==> src/hdl/ppl_defines.vh <==
// Constants of the parallel program loader: pin codes, command bytes,
// memory geometry and entry timing counts.
// Assumes inclusion by bare name from the loader's design file.
`ifndef PPL_DEFINES_VH
`define PPL_DEFINES_VH

// ----------------------------------------------------------------------
// Action select codes {hi, lo}
// ----------------------------------------------------------------------
`define ACT_LOAD_ADDR   2'h0
`define ACT_LOAD_DATA   2'h1
`define ACT_LOAD_CMD    2'h2
`define ACT_IDLE        2'h3

// ----------------------------------------------------------------------
// Command bytes
// ----------------------------------------------------------------------
`define CMD_CHIP_ERASE  8'h80
`define CMD_WR_FUSE     8'h40
`define CMD_WR_LOCK     8'h20
`define CMD_WR_FLASH    8'h10
`define CMD_WR_EEPROM   8'h11
`define CMD_RD_SIG      8'h08
`define CMD_RD_FUSE     8'h04
`define CMD_RD_FLASH    8'h02
`define CMD_RD_EEPROM   8'h03

// ----------------------------------------------------------------------
// Memory geometry
// ----------------------------------------------------------------------
`define FLASH_WORD_MSB  5
`define FLASH_PAGE_LSB  6
`define FLASH_PAGE_MSB  12
`define EE_BYTE_MSB     1
`define EE_PAGE_LSB     2
`define EE_PAGE_MSB     8
`define FLASH_PAGE_WORDS 64

// ----------------------------------------------------------------------
// Timing
// ----------------------------------------------------------------------
`define CLK_PERIOD_NS   5
`define ENTRY_HOLD_NS   100
`define ENTRY_HOLD_CYC  ((`ENTRY_HOLD_NS + `CLK_PERIOD_NS - 1) / `CLK_PERIOD_NS)
`define ENTRY_TOGGLES   6
`define ERASE_CYC       1000

`endif

==> src/hdl/parallel_program_loader.v <==
// Parallel programming front end: mode entry, command/address/data loads,
// chip erase with ready/busy, and the flash page buffer.
// Assumes all pins are asynchronous to clk_i; the memory array sits outside.
`include "ppl_defines.vh"

module parallel_program_loader #(
  parameter ERASE_CYCLES = `ERASE_CYC
) (
  // Clock and reset
  input  wire        clk_i,
  input  wire        sys_rst_i,
  // Programming pins
  input  wire        reset_pin_low_i,
  input  wire        prog_voltage_i,
  input  wire        crystal_input_strobe_i,
  input  wire        page_load_strobe_i,
  input  wire        action_select_hi_i,
  input  wire        action_select_lo_i,
  input  wire        byte_select_one_i,
  input  wire        byte_select_two_i,
  input  wire        write_n_i,
  input  wire        output_enable_n_i,
  input  wire [7:0]  data_i,
  output reg  [7:0]  data_o,
  output reg         data_oe_o,
  output reg         ready_busy_out_o,
  // Fuse and memory side
  input  wire        eeprom_keep_fuse_i,
  input  wire [7:0]  read_data_i,
  input  wire        page_ready_i,
  output reg         prog_mode_o,
  output reg  [7:0]  command_o,
  output reg  [15:0] address_o,
  output reg         erase_flash_o,
  output reg         erase_eeprom_o,
  output reg         erase_locks_o,
  output reg  [6:0]  page_index_o,
  output reg  [5:0]  word_in_page_index_o,
  output reg  [8:0]  eeprom_byte_address_o,
  output reg         page_valid_o,
  output reg  [15:0] page_word_o,
  output reg  [5:0]  page_word_index_o,
  output reg         cmd_wr_fuse_o,
  output reg         cmd_wr_lock_o,
  output reg         cmd_wr_eeprom_o,
  output reg         cmd_rd_sig_o,
  output reg         cmd_rd_fuse_o,
  output reg         cmd_rd_flash_o,
  output reg         cmd_rd_eeprom_o
);

  localparam NPIN = 19;

  // ----------------------------------------------------------------------
  // Pin synchronisers
  // ----------------------------------------------------------------------
  wire [NPIN-1:0] pin_raw = {data_i, output_enable_n_i, write_n_i, byte_select_two_i,
                             byte_select_one_i, action_select_lo_i, action_select_hi_i,
                             page_load_strobe_i, crystal_input_strobe_i, prog_voltage_i,
                             reset_pin_low_i, eeprom_keep_fuse_i};
  reg  [NPIN-1:0] s1_q, s2_q, s3_q, pin_q;
  always @(posedge clk_i) begin
    if (sys_rst_i) begin
      s1_q  <= {NPIN{1'b0}};
      s2_q  <= {NPIN{1'b0}};
      s3_q  <= {NPIN{1'b0}};
      pin_q <= {NPIN{1'b0}};
    end else begin
      s1_q <= pin_raw;
      s2_q <= s1_q;
      s3_q <= s2_q;
      pin_q <= (s2_q & s3_q) | (~(s2_q ^ s3_q) & s2_q) | ((s2_q ^ s3_q) & pin_q);
    end
  end

  wire       keep_ee = pin_q[0];
  wire       rst_low = pin_q[1];
  wire       hv      = pin_q[2];
  wire       xtal    = pin_q[3];
  wire [3:0] entry   = pin_q[7:4];
  wire [1:0] action  = {pin_q[5], pin_q[6]};
  wire       bs1     = pin_q[7];
  wire       wr_n    = pin_q[9];
  wire       oe_n    = pin_q[10];
  wire [7:0] dbus    = pin_q[18:11];

  reg xtal_prev_q, wr_prev_q, hv_prev_q;
  wire xtal_rise = xtal & ~xtal_prev_q;
  wire wr_fall   = ~wr_n & wr_prev_q;
  wire hv_rise   = hv & ~hv_prev_q;

  // ----------------------------------------------------------------------
  // Mode entry
  // ----------------------------------------------------------------------
  localparam E_IDLE = 2'h0;
  localparam E_ARM  = 2'h1;
  localparam E_HOLD = 2'h2;
  localparam E_PROG = 2'h3;
  reg [1:0] est_q;
  reg [2:0] toggles_q;
  reg [7:0] hold_q;
  reg [3:0] entry_ref_q;

  always @(posedge clk_i) begin
    if (sys_rst_i) begin
      est_q       <= E_IDLE;
      toggles_q   <= 3'h0;
      hold_q      <= 8'h00;
      entry_ref_q <= 4'h0;
      prog_mode_o <= 1'b0;
      xtal_prev_q <= 1'b0;
      wr_prev_q   <= 1'b0;
      hv_prev_q   <= 1'b0;
    end else begin
      xtal_prev_q <= xtal;
      wr_prev_q   <= wr_n;
      hv_prev_q   <= hv;
      if (!hv && est_q != E_ARM) begin
        est_q       <= E_IDLE;
        prog_mode_o <= 1'b0;
      end
      case (est_q)
        E_IDLE: begin
          if (!rst_low)
            toggles_q <= 3'h0;
          else if (xtal_rise && toggles_q != `ENTRY_TOGGLES)
            toggles_q <= toggles_q + 3'h1;
          if (toggles_q == `ENTRY_TOGGLES)
            est_q <= E_ARM;
        end
        E_ARM: begin
          if (hv_rise && entry == 4'h0) begin
            est_q       <= E_HOLD;
            hold_q      <= 8'h00;
            entry_ref_q <= entry;
          end else if (hv_rise) begin
            est_q     <= E_IDLE;
            toggles_q <= 3'h0;
          end
        end
        E_HOLD: begin
          if (entry != entry_ref_q) begin
            est_q     <= E_IDLE;
            toggles_q <= 3'h0;
          end else if (hold_q == `ENTRY_HOLD_CYC - 1) begin
            est_q       <= E_PROG;
            prog_mode_o <= 1'b1;
          end else
            hold_q <= hold_q + 8'h01;
        end
        E_PROG: ;
        default: est_q <= E_IDLE;
      endcase
    end
  end

  // ----------------------------------------------------------------------
  // Loads, erase and page buffer
  // ----------------------------------------------------------------------
  localparam ERASE_W = 32;
  reg [ERASE_W-1:0] erase_cnt_q;
  reg [1:0]         erase_ph_q;
  reg [7:0]         data_lo_q;
  reg [15:0]        buf_q [0:`FLASH_PAGE_WORDS-1];
  reg [1:0]         slot_cnt_q;
  reg [15:0]        slot_q [0:1];
  reg [5:0]         slot_idx_q [0:1];
  reg               slot_rd_q;
  wire              buf_ready = (slot_cnt_q != 2'h2);
  wire              loading = prog_mode_o && xtal_rise && ready_busy_out_o;
  wire [5:0]        word_idx = address_o[`FLASH_WORD_MSB:0];
  // A high flash data byte pushes one word; a full buffer refuses every load.
  wire              push = loading && buf_ready && action == `ACT_LOAD_DATA && bs1 &&
                           command_o == `CMD_WR_FLASH;
  wire              pop  = slot_cnt_q != 2'h0 && page_ready_i;
  integer i;

  always @(posedge clk_i) begin
    if (sys_rst_i) begin
      command_o        <= 8'h00;
      address_o        <= 16'h0000;
      data_lo_q        <= 8'h00;
      ready_busy_out_o <= 1'b1;
      erase_cnt_q      <= {ERASE_W{1'b0}};
      erase_ph_q       <= 2'h0;
      erase_flash_o    <= 1'b0;
      erase_eeprom_o   <= 1'b0;
      erase_locks_o    <= 1'b0;
      slot_cnt_q       <= 2'h0;
      slot_rd_q        <= 1'b0;
      page_valid_o     <= 1'b0;
      page_word_o      <= 16'h0000;
      page_word_index_o <= 6'h00;
      for (i = 0; i < 2; i = i + 1) begin
        slot_q[i]     <= 16'h0000;
        slot_idx_q[i] <= 6'h00;
      end
      for (i = 0; i < `FLASH_PAGE_WORDS; i = i + 1)
        buf_q[i] <= 16'h0000;
    end else begin
      if (loading && buf_ready) begin
        case (action)
          `ACT_LOAD_ADDR: begin
            if (bs1) address_o[15:8] <= dbus;
            else     address_o[7:0]  <= dbus;
          end
          `ACT_LOAD_DATA: begin
            if (!bs1) data_lo_q <= dbus;
          end
          `ACT_LOAD_CMD: command_o <= dbus;
          default: ;
        endcase
      end
      // Two-entry buffer between loads and the page buffer or consumer.
      page_valid_o <= 1'b0;
      if (pop) begin
        buf_q[slot_idx_q[slot_rd_q]] <= slot_q[slot_rd_q];
        page_word_o       <= slot_q[slot_rd_q];
        page_word_index_o <= slot_idx_q[slot_rd_q];
        page_valid_o      <= 1'b1;
        slot_rd_q         <= ~slot_rd_q;
      end
      if (push) begin
        slot_q[slot_rd_q ^ slot_cnt_q[0]]     <= {dbus, data_lo_q};
        slot_idx_q[slot_rd_q ^ slot_cnt_q[0]] <= word_idx;
      end
      slot_cnt_q <= slot_cnt_q + {1'b0, push} - {1'b0, pop};
      // Chip erase: flash and, unless keep_ee, EEPROM first, locks only afterwards.
      case (erase_ph_q)
        2'h0: if (prog_mode_o && wr_fall && command_o == `CMD_CHIP_ERASE) begin
          erase_ph_q       <= 2'h1;
          erase_cnt_q      <= {ERASE_W{1'b0}};
          ready_busy_out_o <= 1'b0;
          erase_flash_o    <= 1'b1;
          erase_eeprom_o   <= ~keep_ee;
        end
        2'h1: if (erase_cnt_q == ERASE_CYCLES - 1) begin
          erase_ph_q    <= 2'h2;
          erase_flash_o <= 1'b0;
          erase_eeprom_o <= 1'b0;
          erase_locks_o <= 1'b1;
        end else
          erase_cnt_q <= erase_cnt_q + 1'b1;
        2'h2: begin
          erase_ph_q       <= 2'h0;
          erase_locks_o    <= 1'b0;
          ready_busy_out_o <= 1'b1;
        end
        default: erase_ph_q <= 2'h0;
      endcase
    end
  end

  // ----------------------------------------------------------------------
  // Decode, geometry and read bus
  // ----------------------------------------------------------------------
  always @(posedge clk_i) begin
    if (sys_rst_i) begin
      {cmd_wr_fuse_o, cmd_wr_lock_o, cmd_wr_eeprom_o, cmd_rd_sig_o} <= 4'h0;
      {cmd_rd_fuse_o, cmd_rd_flash_o, cmd_rd_eeprom_o}             <= 3'h0;
      page_index_o          <= 7'h00;
      word_in_page_index_o  <= 6'h00;
      eeprom_byte_address_o <= 9'h000;
      data_o                <= 8'h00;
      data_oe_o             <= 1'b0;
    end else begin
      cmd_wr_fuse_o   <= command_o == `CMD_WR_FUSE;
      cmd_wr_lock_o   <= command_o == `CMD_WR_LOCK;
      cmd_wr_eeprom_o <= command_o == `CMD_WR_EEPROM;
      cmd_rd_sig_o    <= command_o == `CMD_RD_SIG;
      cmd_rd_fuse_o   <= command_o == `CMD_RD_FUSE;
      cmd_rd_flash_o  <= command_o == `CMD_RD_FLASH;
      cmd_rd_eeprom_o <= command_o == `CMD_RD_EEPROM;
      page_index_o          <= address_o[`FLASH_PAGE_MSB:`FLASH_PAGE_LSB];
      word_in_page_index_o  <= address_o[`FLASH_WORD_MSB:0];
      eeprom_byte_address_o <= address_o[`EE_PAGE_MSB:0];
      data_oe_o             <= prog_mode_o && !oe_n;
      data_o                <= read_data_i;
    end
  end

endmodule

==> config.mk <==
export PLATFORM = sky130hd
export DESIGN_NAME = parallel_program_loader
export DESIGN_NICKNAME = d
export VERILOG_FILES = /design/src/hdl/parallel_program_loader.v
export VERILOG_INCLUDE_DIRS = /design/src /design/src/hdl
export SDC_FILE = /design/constraint.sdc
export NUM_CORES = 1
export LEC_CHECK = 0
export BUFFER_PORTS_ARGS = -buffer_cell sky130_fd_sc_hd__clkbuf_2
export CAP_MARGIN = 20
export CORE_ASPECT_RATIO = 1.25
export CORE_MARGIN = 8
export CORE_UTILIZATION = 35
export DETAILED_ROUTE_END_ITERATION = 12
export GPL_TIMING_DRIVEN = 0
export MAX_ROUTING_LAYER = met4
export SLEW_MARGIN = 20
export SYNTH_ARGS = -nofsm -noshare
export SYNTH_HDL_FRONTEND = slang
export SYNTH_SLANG_ARGS = --single-unit
==> constraint.sdc <==
create_clock -name clk_i -period 2.9 [get_ports clk_i]
set_input_delay 0 -clock clk_i [delete_from_list [all_inputs] [get_ports clk_i]]
set_output_delay 0 -clock clk_i [all_outputs]
set_load 0.01 [all_outputs]
==> results of run 1 <==
## cell usage in the layout (no fill, tap or decap), types with 9 or more instances in the layout
cell type,instances
nor4_1,10
and2_1,56
nand3_1,14
o21ai_0,15
inv_1,17
nor2b_1,84
nand4_1,19
buf_4,9
ha_1,28
clkbuf_16,26
a31oi_1,9
a211oi_1,24
dfxtp_1,218
nor2_1,107
clkbuf_2,117
nand2_1,22
mux2i_1,54
o31ai_1,13
clkbuf_1,40
a21oi_1,54
buf_1,13
edfxtp_1,44
o22a_1,11
dlygate4sd3_1,26
## final timing paths
check	end	slack, ps	depth (start not counted)
hold / removal	erase_cnt_q[0]	110	4
hold reg to reg	s2_q[7]	430	1
setup reg to reg	erase_cnt_q[26]	260	7
setup / recovery	erase_cnt_q[26]	260	7
## sequential cells by signal, indices dropped and copies added (netlist names), 3 cells and up
register	flops
data_lo_q	8
command_o	8
entry_ref_q	4
s2_q	18
toggles_q	3
s1_q	18
hold_q	8
s3_q	18
page_index_o	7
page_word_o	16
word_in_page_index_o	5
page_word_index_o	6
erase_cnt_q	32
slot_q	32
pin_q	18
address_o	16
slot_idx_q	12
data_o	8
## cell type report
class / count / share of cell area (%)
clock inverters: 14 / 1.76
flip-flops and latches: 262 / 46.0
inverters: 17 / 0.516
plain buffers: 62 / 2.29
multi-input cells: 624 / 33.4
clock buffers: 32 / 5.64
repair buffers: 143 / 6.84
well taps: 355 / 3.59
## logic make-up after synthesis
group / share of synthesized area, %
mux: 5.54
fa+ha+maj: 3.45
buf+inv: 3.41
xor+xnor: 1.03
simple gates: 20.8
compound gates: 9.76
flops: 56.0
## worst max-delay path: cells and delay by family, from the launching register on
kind / cells / cell delay [ps]
simple gates: 4 / 1290
xor+xnor: 1 / 190
flops: 1 / 310
buf+inv: 2 / 730
## metal layers
layer,track usage [%],wire length (um)
met5,-,0
met4,4.73,561
met2,24.8,12100
met1,16.5,10600
met3,2.45,1030
## stage by stage
step	power, mW	std cells	utilization, %	setup WS [ps]
6_report	8.30	1509	43.4	263
5_1_grt	8.67	1509	43.4	78.8
4_1_cts	8.42	1509	43.4	264
3_5_place_dp	4.82	1437	39.3	290
3_3_place_gp	4.81	1437	39.3	371
2_1_floorplan	4.53	965	-	638
## power breakdown
part	internal, mW	switching (mW)	total, mW
clock network	2.16	1.39	3.55
logic	0.334	0.454	0.788
registers	3.87	0.0894	3.96
==> impl_metrics.env, run 1 <==
export IMPL_cts_made_buffers=26
export IMPL_synth_edf_count=44
export IMPL_final_antenna_net_count=0
export IMPL_slowest_stage="nor4_2"
export IMPL_cts_tree="built"
export IMPL_startpoint="erase_cnt_q[6]"
export IMPL_cp_max_fo=10
export IMPL_drive_gt1_share_pct=16.8
export IMPL_synth_seq_area_share_pct=56.0
export IMPL_post_cts_buffers=0
export IMPL_die_x_um=168
export IMPL_avgRoutedWirePerCell_um=16.1
export IMPL_grt_max_degree=23
export IMPL_fin_crit_ps=2640
export IMPL_synth_common_cells="218 x dfxtp_1, 107 x nor2_1, 84 x nor2b_1"
export IMPL_rsz0062_at_grt="false"
export IMPL_reg2reg_from="erase_cnt_q[6]"
export IMPL_cp_arrival_ps=3040
export IMPL_initial_core_util_pct=35.6
export IMPL_die_h_um=206
export IMPL_critPathRequiredTime_ps=3300
export IMPL_power_leakage_nw=4.99
export IMPL_yosysMostFrequentCell="dfxtp_1"
export IMPL_drtIter0Drc=449
export IMPL_grt_ovfl_total=0
export IMPL_grt_pass1_wl_um=39000
export IMPL_postPlaceCellArea_sq_um=11200
export IMPL_coreArea_sq_um=28500
export IMPL_synthesis_area_sq_um=10200
export IMPL_start_kind="flop"
export IMPL_skew_ps=12.2
export IMPL_ys_types=65
export IMPL_first_pass_iters=5
export IMPL_crit_path_end_kind="flop"
export IMPL_synthToLayoutAreaGrowth_pct=21.7
export IMPL_h_tree_depth=1
export IMPL_hold_viol=0
export IMPL_cts_resized=0
export IMPL_fill_cells=2715
export IMPL_cts_hold_buf=26
export IMPL_yosys_area_top_type_share_pct=43.0
export IMPL_crit_chain="clkbuf_1, nand4_1, nor4_2, clkbuf_1, nand4_1, xnor2_1, nor2_1"
export IMPL_worstSetupPathType="flop to flop"
export IMPL_clkTransAtPathRegs_ps=70
export IMPL_layout_nets=1194
export IMPL_slew_headroom_pct=36.0
export IMPL_multiInputGateArea_sq_um=4120
export IMPL_gp_congestion=0.886
export IMPL_synth_top_cell_by_area="dfxtp_1"
export IMPL_grt_total_usage_pct=14.3
export IMPL_synth_async_reset_ratio_pct=0
export IMPL_ys_warn_count=0
export IMPL_setup_tns_ps=0
export IMPL_synthTopCellsByArea="dfxtp_1 43%, edfxtp_1 13%, mux2i_1 5.3%, nor2b_1 5.2%, nor2_1 4.0%"
export IMPL_cpPeakStageDelay_ps=750
export IMPL_dp_hpwl_um=17500
export IMPL_avgViaCountPerCell=4.92
export IMPL_finalMaxSlewViolations=0
export IMPL_root_buffer="clkbuf_16"
export IMPL_io_buffers=117
export IMPL_holdWs_ps=109
export IMPL_syn_nets=1023
export IMPL_seq_area_sq_um=5690
export IMPL_status="complete, no violations"
export IMPL_rows=69
export IMPL_clkLatencyLatePin_ps=530
export IMPL_vias=7421
export IMPL_ir_worst_vdd_uv=612
export IMPL_max_cap_viol_count=0
export IMPL_clock_sinks=262
export IMPL_syn_mean_instance_area_sq_um=10.5
export IMPL_p_per_area_nw_per_um2=672
export IMPL_grt_pass1_vias=7253
export IMPL_ios=120
export IMPL_setup_violations=0
export IMPL_synthFlopType="dfxtp_1"
export IMPL_syn_inst=965
export IMPL_final_cell_area_sq_um=12400
export IMPL_clockBufferDepth=3
export IMPL_antenna_found_initial=0
export IMPL_drc=0
export IMPL_wl_um=24300
export IMPL_clock_fmax_ghz=0.379
export IMPL_insertedDiodeCount=0
export IMPL_die_area_sq_um=34800
export IMPL_min_delay_start="sys_rst_i"
export IMPL_hold_class="input port to flop"
export IMPL_yosys_register_bits=262
export IMPL_period_share_pct=90.9
export IMPL_max_slew_worst_pin_slew_ps=957
No activity file was read; power rests on OpenSTA's default activity.
==> inputs of run 2 (changes only) <==
ABC_AREA = 1   (was default)
CORE_ASPECT_RATIO = default   (was 1.25)
==> run 2 against run 1 <==
Compared with the run above: design area is 5.7% higher; first-iteration DRC count is 12% lower; final cell count is 30% higher; combinational power is 37% lower; largest power group unchanged; register-to-register slack worse by 40 ps; via count is 22% higher; die area is 5.9% higher; critical path depth is 2 higher; highest routed layer unchanged; synthesized area is 6.5% higher; clock-buffer cell count is 5 higher; synthesized cell count is 42% higher; critical path type unchanged.
==> impl_metrics.env, run 2 <==
export IMPL_drtIter0Drc=393
export IMPL_clockBufferDepth=3
export IMPL_antenna_found_initial=1
export IMPL_cpPeakStageDelay_ps=740
export IMPL_holdWs_ps=142
export IMPL_avgViaCountPerCell=4.61
export IMPL_final_common_cell="nand2_1"
export IMPL_yosys_register_bits=262
export IMPL_layout_nets=1607
export IMPL_reg_top3="erase_cnt_q x32, slot_q x32"
export IMPL_finalCoreUtilization_pct=42.8
export IMPL_placedCellCount=1888
export IMPL_fin_cells=1968
export IMPL_syn_inst=1375
export IMPL_final_cell_area_sq_um=13100
export IMPL_post_cts_buffers=0
export IMPL_wl_um=28100
export IMPL_die_area_sq_um=36800
export IMPL_power_leakage_nw=5.37
export IMPL_dp_hpwl_um=20600
export IMPL_hold_class="input port to flop"
export IMPL_start_kind="flop"
export IMPL_grt_max_degree=23
export IMPL_final_antenna_net_count=0
export IMPL_grt_pass1_vias=8636
export IMPL_rsz0062_at_grt="false"
export IMPL_die_x_um=192
export IMPL_clock_fmax_ghz=0.373
export IMPL_final_cell_mix="256 x nand2_1, 252 x nor2_1, 218 x dfxtp_1, 172 x inv_1, 117 x clkbuf_2"
export IMPL_cts_hold_buf=27
export IMPL_postPlaceCellArea_sq_um=11900
export IMPL_slowest_stage="nand2_1"
export IMPL_setup_tns_ps=0
export IMPL_vias=9067
export IMPL_cp_arrival_ps=2860
export IMPL_min_delay_start="sys_rst_i"
export IMPL_cts_resized=0
export IMPL_grt_total_usage_pct=15.8
export IMPL_synth_seq_area_share_pct=52.5
export IMPL_syn_mean_instance_area_sq_um=7.87
export IMPL_crit_chain="nand2_1, nor3_2, nand2_2, inv_2, nand4_4, nor2_2, nand2_2, buf_6, nand2_1"
export IMPL_critPathRequiredTime_ps=3080
export IMPL_crit_family="simple AND/OR/NAND/NOR gates"
export IMPL_synth_async_reset_ratio_pct=0
export IMPL_h_tree_depth=1
export IMPL_status="complete, no violations"
export IMPL_grt_pass1_wl_um=45500
export IMPL_worstSetupPathType="flop to flop"
export IMPL_max_cap_viol_count=0
export IMPL_io_buffers=117
export IMPL_total_power_mw=7.77
export IMPL_p_per_area_nw_per_um2=594
export IMPL_synth_top_cell_by_area="dfxtp_1"
export IMPL_rows=64
export IMPL_crit_path_end_kind="flop"
export IMPL_ios=120
export IMPL_root_buffer="clkbuf_16"
export IMPL_first_pass_iters=5
export IMPL_drc=0
export IMPL_syn_nets=1433
export IMPL_clkLatencyLatePin_ps=560
export IMPL_drive_gt1_share_pct=14.1
export IMPL_clkTransAtPathRegs_ps=60
export IMPL_period_share_pct=92.4
export IMPL_avgRoutedWirePerCell_um=14.3
export IMPL_cts_made_buffers=28
export IMPL_ys_warn_count=0
export IMPL_die_h_um=192
export IMPL_hold_viol=0
export IMPL_slew_headroom_pct=32.7
export IMPL_setup_ws_ps=220
export IMPL_cts_tree="built"
export IMPL_yosys_area_top_type_share_pct=40.3
export IMPL_max_slew_worst_pin_slew_ps=1010
export IMPL_synthToLayoutAreaGrowth_pct=20.8
export IMPL_cp_max_fo=22
export IMPL_clock_sinks=262
export IMPL_synth_edf_count=44
export IMPL_startpoint="prog_mode_o"
export IMPL_synth_common_cells="256 x nand2_1, 252 x nor2_1, 218 x dfxtp_1"
export IMPL_initial_core_util_pct=35.5
export IMPL_gp_congestion=0.913
export IMPL_skew_ps=32.7
export IMPL_ys_types=37
export IMPL_synthTopCellsByArea="dfxtp_1 40%, edfxtp_1 12%, nand2_1 8.9%, nor2_1 8.7%, inv_1 6.0%"
export IMPL_ir_worst_vdd_uv=439
export IMPL_grt_ovfl_total=0
export IMPL_coreArea_sq_um=30500
export IMPL_finalMaxSlewViolations=0
export IMPL_synthesis_area_sq_um=10800
export IMPL_yosysMostFrequentCell="nand2_1"
export IMPL_pre_cts_ws_ps=130
export IMPL_synthFlopType="dfxtp_1"
export IMPL_fin_crit_ps=2680
export IMPL_setup_violations=0
export IMPL_critPathBufInv=2
export IMPL_reg2reg_from="prog_mode_o"
## run 2: metal layers
metal	part of all wire, %	global-route usage [%]
met1	46	19.9
met5	0	-
met3	5.3	2.81
met4	1.9	4.26
met2	47	25.7
## run 2: kinds of logic (layout without fill, tap and decap cells)
logic type / after synthesis / in the layout / share of synthesized area [%]
AO/OA/AOI/OAI: 173 / 173 / 8.36
XOR/XNOR: 8 / 8 / 0.647
adder cells (fa/ha/maj): 28 / 28 / 3.24
buffers and inverters: 240 / 436 / 9.23
flip-flops: 262 / 262 / 52.5
other: 0 / 1 / 0
AND/OR/NAND/NOR: 664 / 664 / 26.0
## run 2: power breakdown
| part | leakage, nW | switching, mW | internal, mW |
|---|---|---|---|
| combinational | 2.71 | 0.326 | 0.173 |
| clock | 0.444 | 1.47 | 1.92 |
| sequential | 2.22 | 0.0555 | 3.82 |
## run 2: cell type report
type / instances / area [sq um]
inverters: 179 / 672
well taps: 396 / 495
repair buffers: 144 / 856
diodes: 1 / 2.50
clock buffers: 37 / 786
plain buffers: 61 / 327
flip-flops and latches: 262 / 5690
multi-input cells: 873 / 4140
fillers: 3025 / 17400
clock inverters: 15 / 109
## run 2: path summary, 6_finish.rpt
path                 endpoint  slack, ps  cells past startpoint
max              slot_q[0][5]        220                      9
min          slot_idx_q[0][0]        140                      4
max reg2reg      slot_q[0][5]        220                      9
min reg2reg           s2_q[0]        400                      2
## run 2: tightest hold or removal path, delay by kind of cell
| kind | cells | cell delay [ps] |
|---|---|---|
| and+or+nand+nor | 3 | 270 |
| buffers and inverters | 1 | 260 |
==> inputs of run 3 (changes only) <==
CORE_ASPECT_RATIO = 0.6   (was default)
==> run 3 against run 2 <==
Compared with the run above: clock skew down 21 ps; routed wire length up 11%; critical path type unchanged; critical path depth is 1 lower; critical endpoint is now slot_q[0][14]; maximum frequency increased by 5.5%; core utilization decreased by 0.45 points; largest power group unchanged; register-to-register slack improved by 140 ps; sequential cell count unchanged; first-iteration DRC count is 100% higher; clock-buffer cell count shrank 1; combinational power grew 2%; final cell count is 0.56% higher; via count grew 3.8%.
==> impl_metrics.env, run 3 (same netlist as run 2, synthesis figures left out) <==
export IMPL_layout_nets=1603
export IMPL_die_area_sq_um=37000
export IMPL_grt_pass1_vias=8669
export IMPL_max_slew_worst_pin_slew_ps=784
export IMPL_cp_max_fo=22
export IMPL_drc=0
export IMPL_post_cts_buffers=0
export IMPL_wl_um=31100
export IMPL_slowest_stage="nand2_2"
export IMPL_ir_worst_vdd_uv=417
export IMPL_grt_ovfl_total=0
export IMPL_clockBufferDepth=3
export IMPL_cts_resized=0
export IMPL_first_pass_iters=6
export IMPL_clkLatencyLatePin_ps=530
export IMPL_cts_hold_buf=27
export IMPL_clock_fmax_ghz=0.394
export IMPL_clkTransAtPathRegs_ps=70
export IMPL_skew_ps=11.6
export IMPL_final_antenna_net_count=0
export IMPL_cts_made_buffers=24
export IMPL_p_per_area_nw_per_um2=595
export IMPL_avgViaCountPerCell=4.75
export IMPL_final_common_cell="nand2_1"
export IMPL_cpMostUsedCell="nand2_2"
export IMPL_critPathRequiredTime_ps=3060
export IMPL_coreArea_sq_um=30800
export IMPL_critPathBufInv=1
export IMPL_clock_sinks=262
export IMPL_slew_headroom_pct=47.8
export IMPL_period_share_pct=87.6
export IMPL_cpPeakStageDelay_ps=470
export IMPL_gp_congestion=0.923
export IMPL_status="complete, no violations"
export IMPL_antenna_found_initial=0
export IMPL_fill_cells=3109
export IMPL_final_cell_mix="254 x nand2_1, 252 x nor2_1, 218 x dfxtp_1, 172 x inv_1, 117 x clkbuf_2"
export IMPL_dp_hpwl_um=23600
export IMPL_rsz0062_at_grt="false"
export IMPL_crit_path_end_kind="flop"
export IMPL_rows=50
export IMPL_grt_total_usage_pct=16.7
export IMPL_holdWs_ps=210
export IMPL_ios=120
export IMPL_h_tree_depth=1
export IMPL_fin_crit_ps=2540
export IMPL_insertedDiodeCount=0
export IMPL_crit_family="simple AND/OR/NAND/NOR gates"
export IMPL_root_buffer="clkbuf_16"
export IMPL_finalMaxSlewViolations=0
export IMPL_grt_max_degree=23
export IMPL_die_x_um=243
export IMPL_hold_class="input port to flop"
export IMPL_initial_core_util_pct=35.2
export IMPL_grt_pass1_wl_um=48600
export IMPL_worstSetupPathType="flop to flop"
export IMPL_total_power_mw=7.76
export IMPL_io_buffers=117
export IMPL_reg_top3="erase_cnt_q x32, slot_q x32"
export IMPL_drtIter0Drc=801
export IMPL_setup_tns_ps=0
export IMPL_hold_viol=0
export IMPL_crit_chain="nor2_1, nand3_1, nor3_4, nand4_4, nor2_2, nand2_2, buf_6, nand2_2"
export IMPL_max_cap_viol_count=0
export IMPL_cts_tree="built"
export IMPL_avgRoutedWirePerCell_um=15.7
export IMPL_power_leakage_nw=5.35
export IMPL_setup_violations=0
export IMPL_vias=9409
export IMPL_cp_arrival_ps=2700
export IMPL_die_h_um=152
export IMPL_drive_gt1_share_pct=13.8
export IMPL_synthToLayoutAreaGrowth_pct=20.6
export IMPL_start_kind="flop"
## run 3: changes by cell type in the layout (fill, tap and decap cells not counted), sizes merged
| cell | delta |
|---|---|
| clkinvlp | -2 |
| diode | -1 |
| bufinv | +2 |
| inv | +2 |
| clkbuf | -1 |
| clkinv | -9 |
## run 3: final timing paths
check,from,to,slack (ps),cells past startpoint
worst max-delay path,command_o[7],slot_q[0][14],360,8
worst min-delay path,write_n_i,s1_q[9],210,4
worst max register to register,command_o[7],slot_q[0][14],360,8
worst min register to register,s1_q[17],s2_q[17],400,2
## run 3: worst register-to-register path, cell delays in order, from the launching register on
cell     delay, ps
dfxtp_1        350
nor2_1         220
nand3_1        230
nor3_4         210
nand4_4        120
nor2_2         160
nand2_2        180
buf_6          210
nand2_2        470
## run 3: cell type report
| type | instances | area [sq um] | area share (%) |
|---|---|---|---|
| Sequential cell | 262 | 5690 | 43.6 |
| Multi-Input combinational cell | 873 | 4140 | 31.7 |
| Timing Repair Buffer | 144 | 856 | 6.56 |
| Clock buffer | 36 | 748 | 5.74 |
| Inverter | 179 | 672 | 5.15 |
| Tap cell | 416 | 520 | 3.99 |
| Buffer | 61 | 327 | 2.50 |
| Clock inverter | 8 | 96.3 | 0.738 |
## run 3: per-stage QoR
stage                     setup slack [ps]  cells  instance area [sq um]  utilization (%)
after detailed placement              39.6   1908                  11900             38.7
after floorplan                        749   1375                  10800                -
after global placement                66.5   1908                  11900             38.7
after CTS                             23.5   1979                  13000             42.4
final                                  361   1979                  13000             42.4
after global routing                   225   1979                  13000             42.4
## run 3: metal layers
| layer | vias to the layer above | share of wire, % | GRT usage, % |
|---|---|---|---|
| met5 | - | 0 | - |
| met4 | 0 | 1.9 | 3.39 |
| met3 | 39 | 9.2 | 3.92 |
| met2 | 349 | 37 | 21.2 |
| met1 | 4319 | 52 | 25.9 |
| li1 | 4702 | - | - |
## run 3: power breakdown
group          leakage [nW]  switching [mW]  internal [mW]  total, mW
Sequential             2.22          0.0619           3.82       3.88
Combinational          2.71           0.336          0.174      0.510
Clock                 0.419            1.40           1.97       3.37
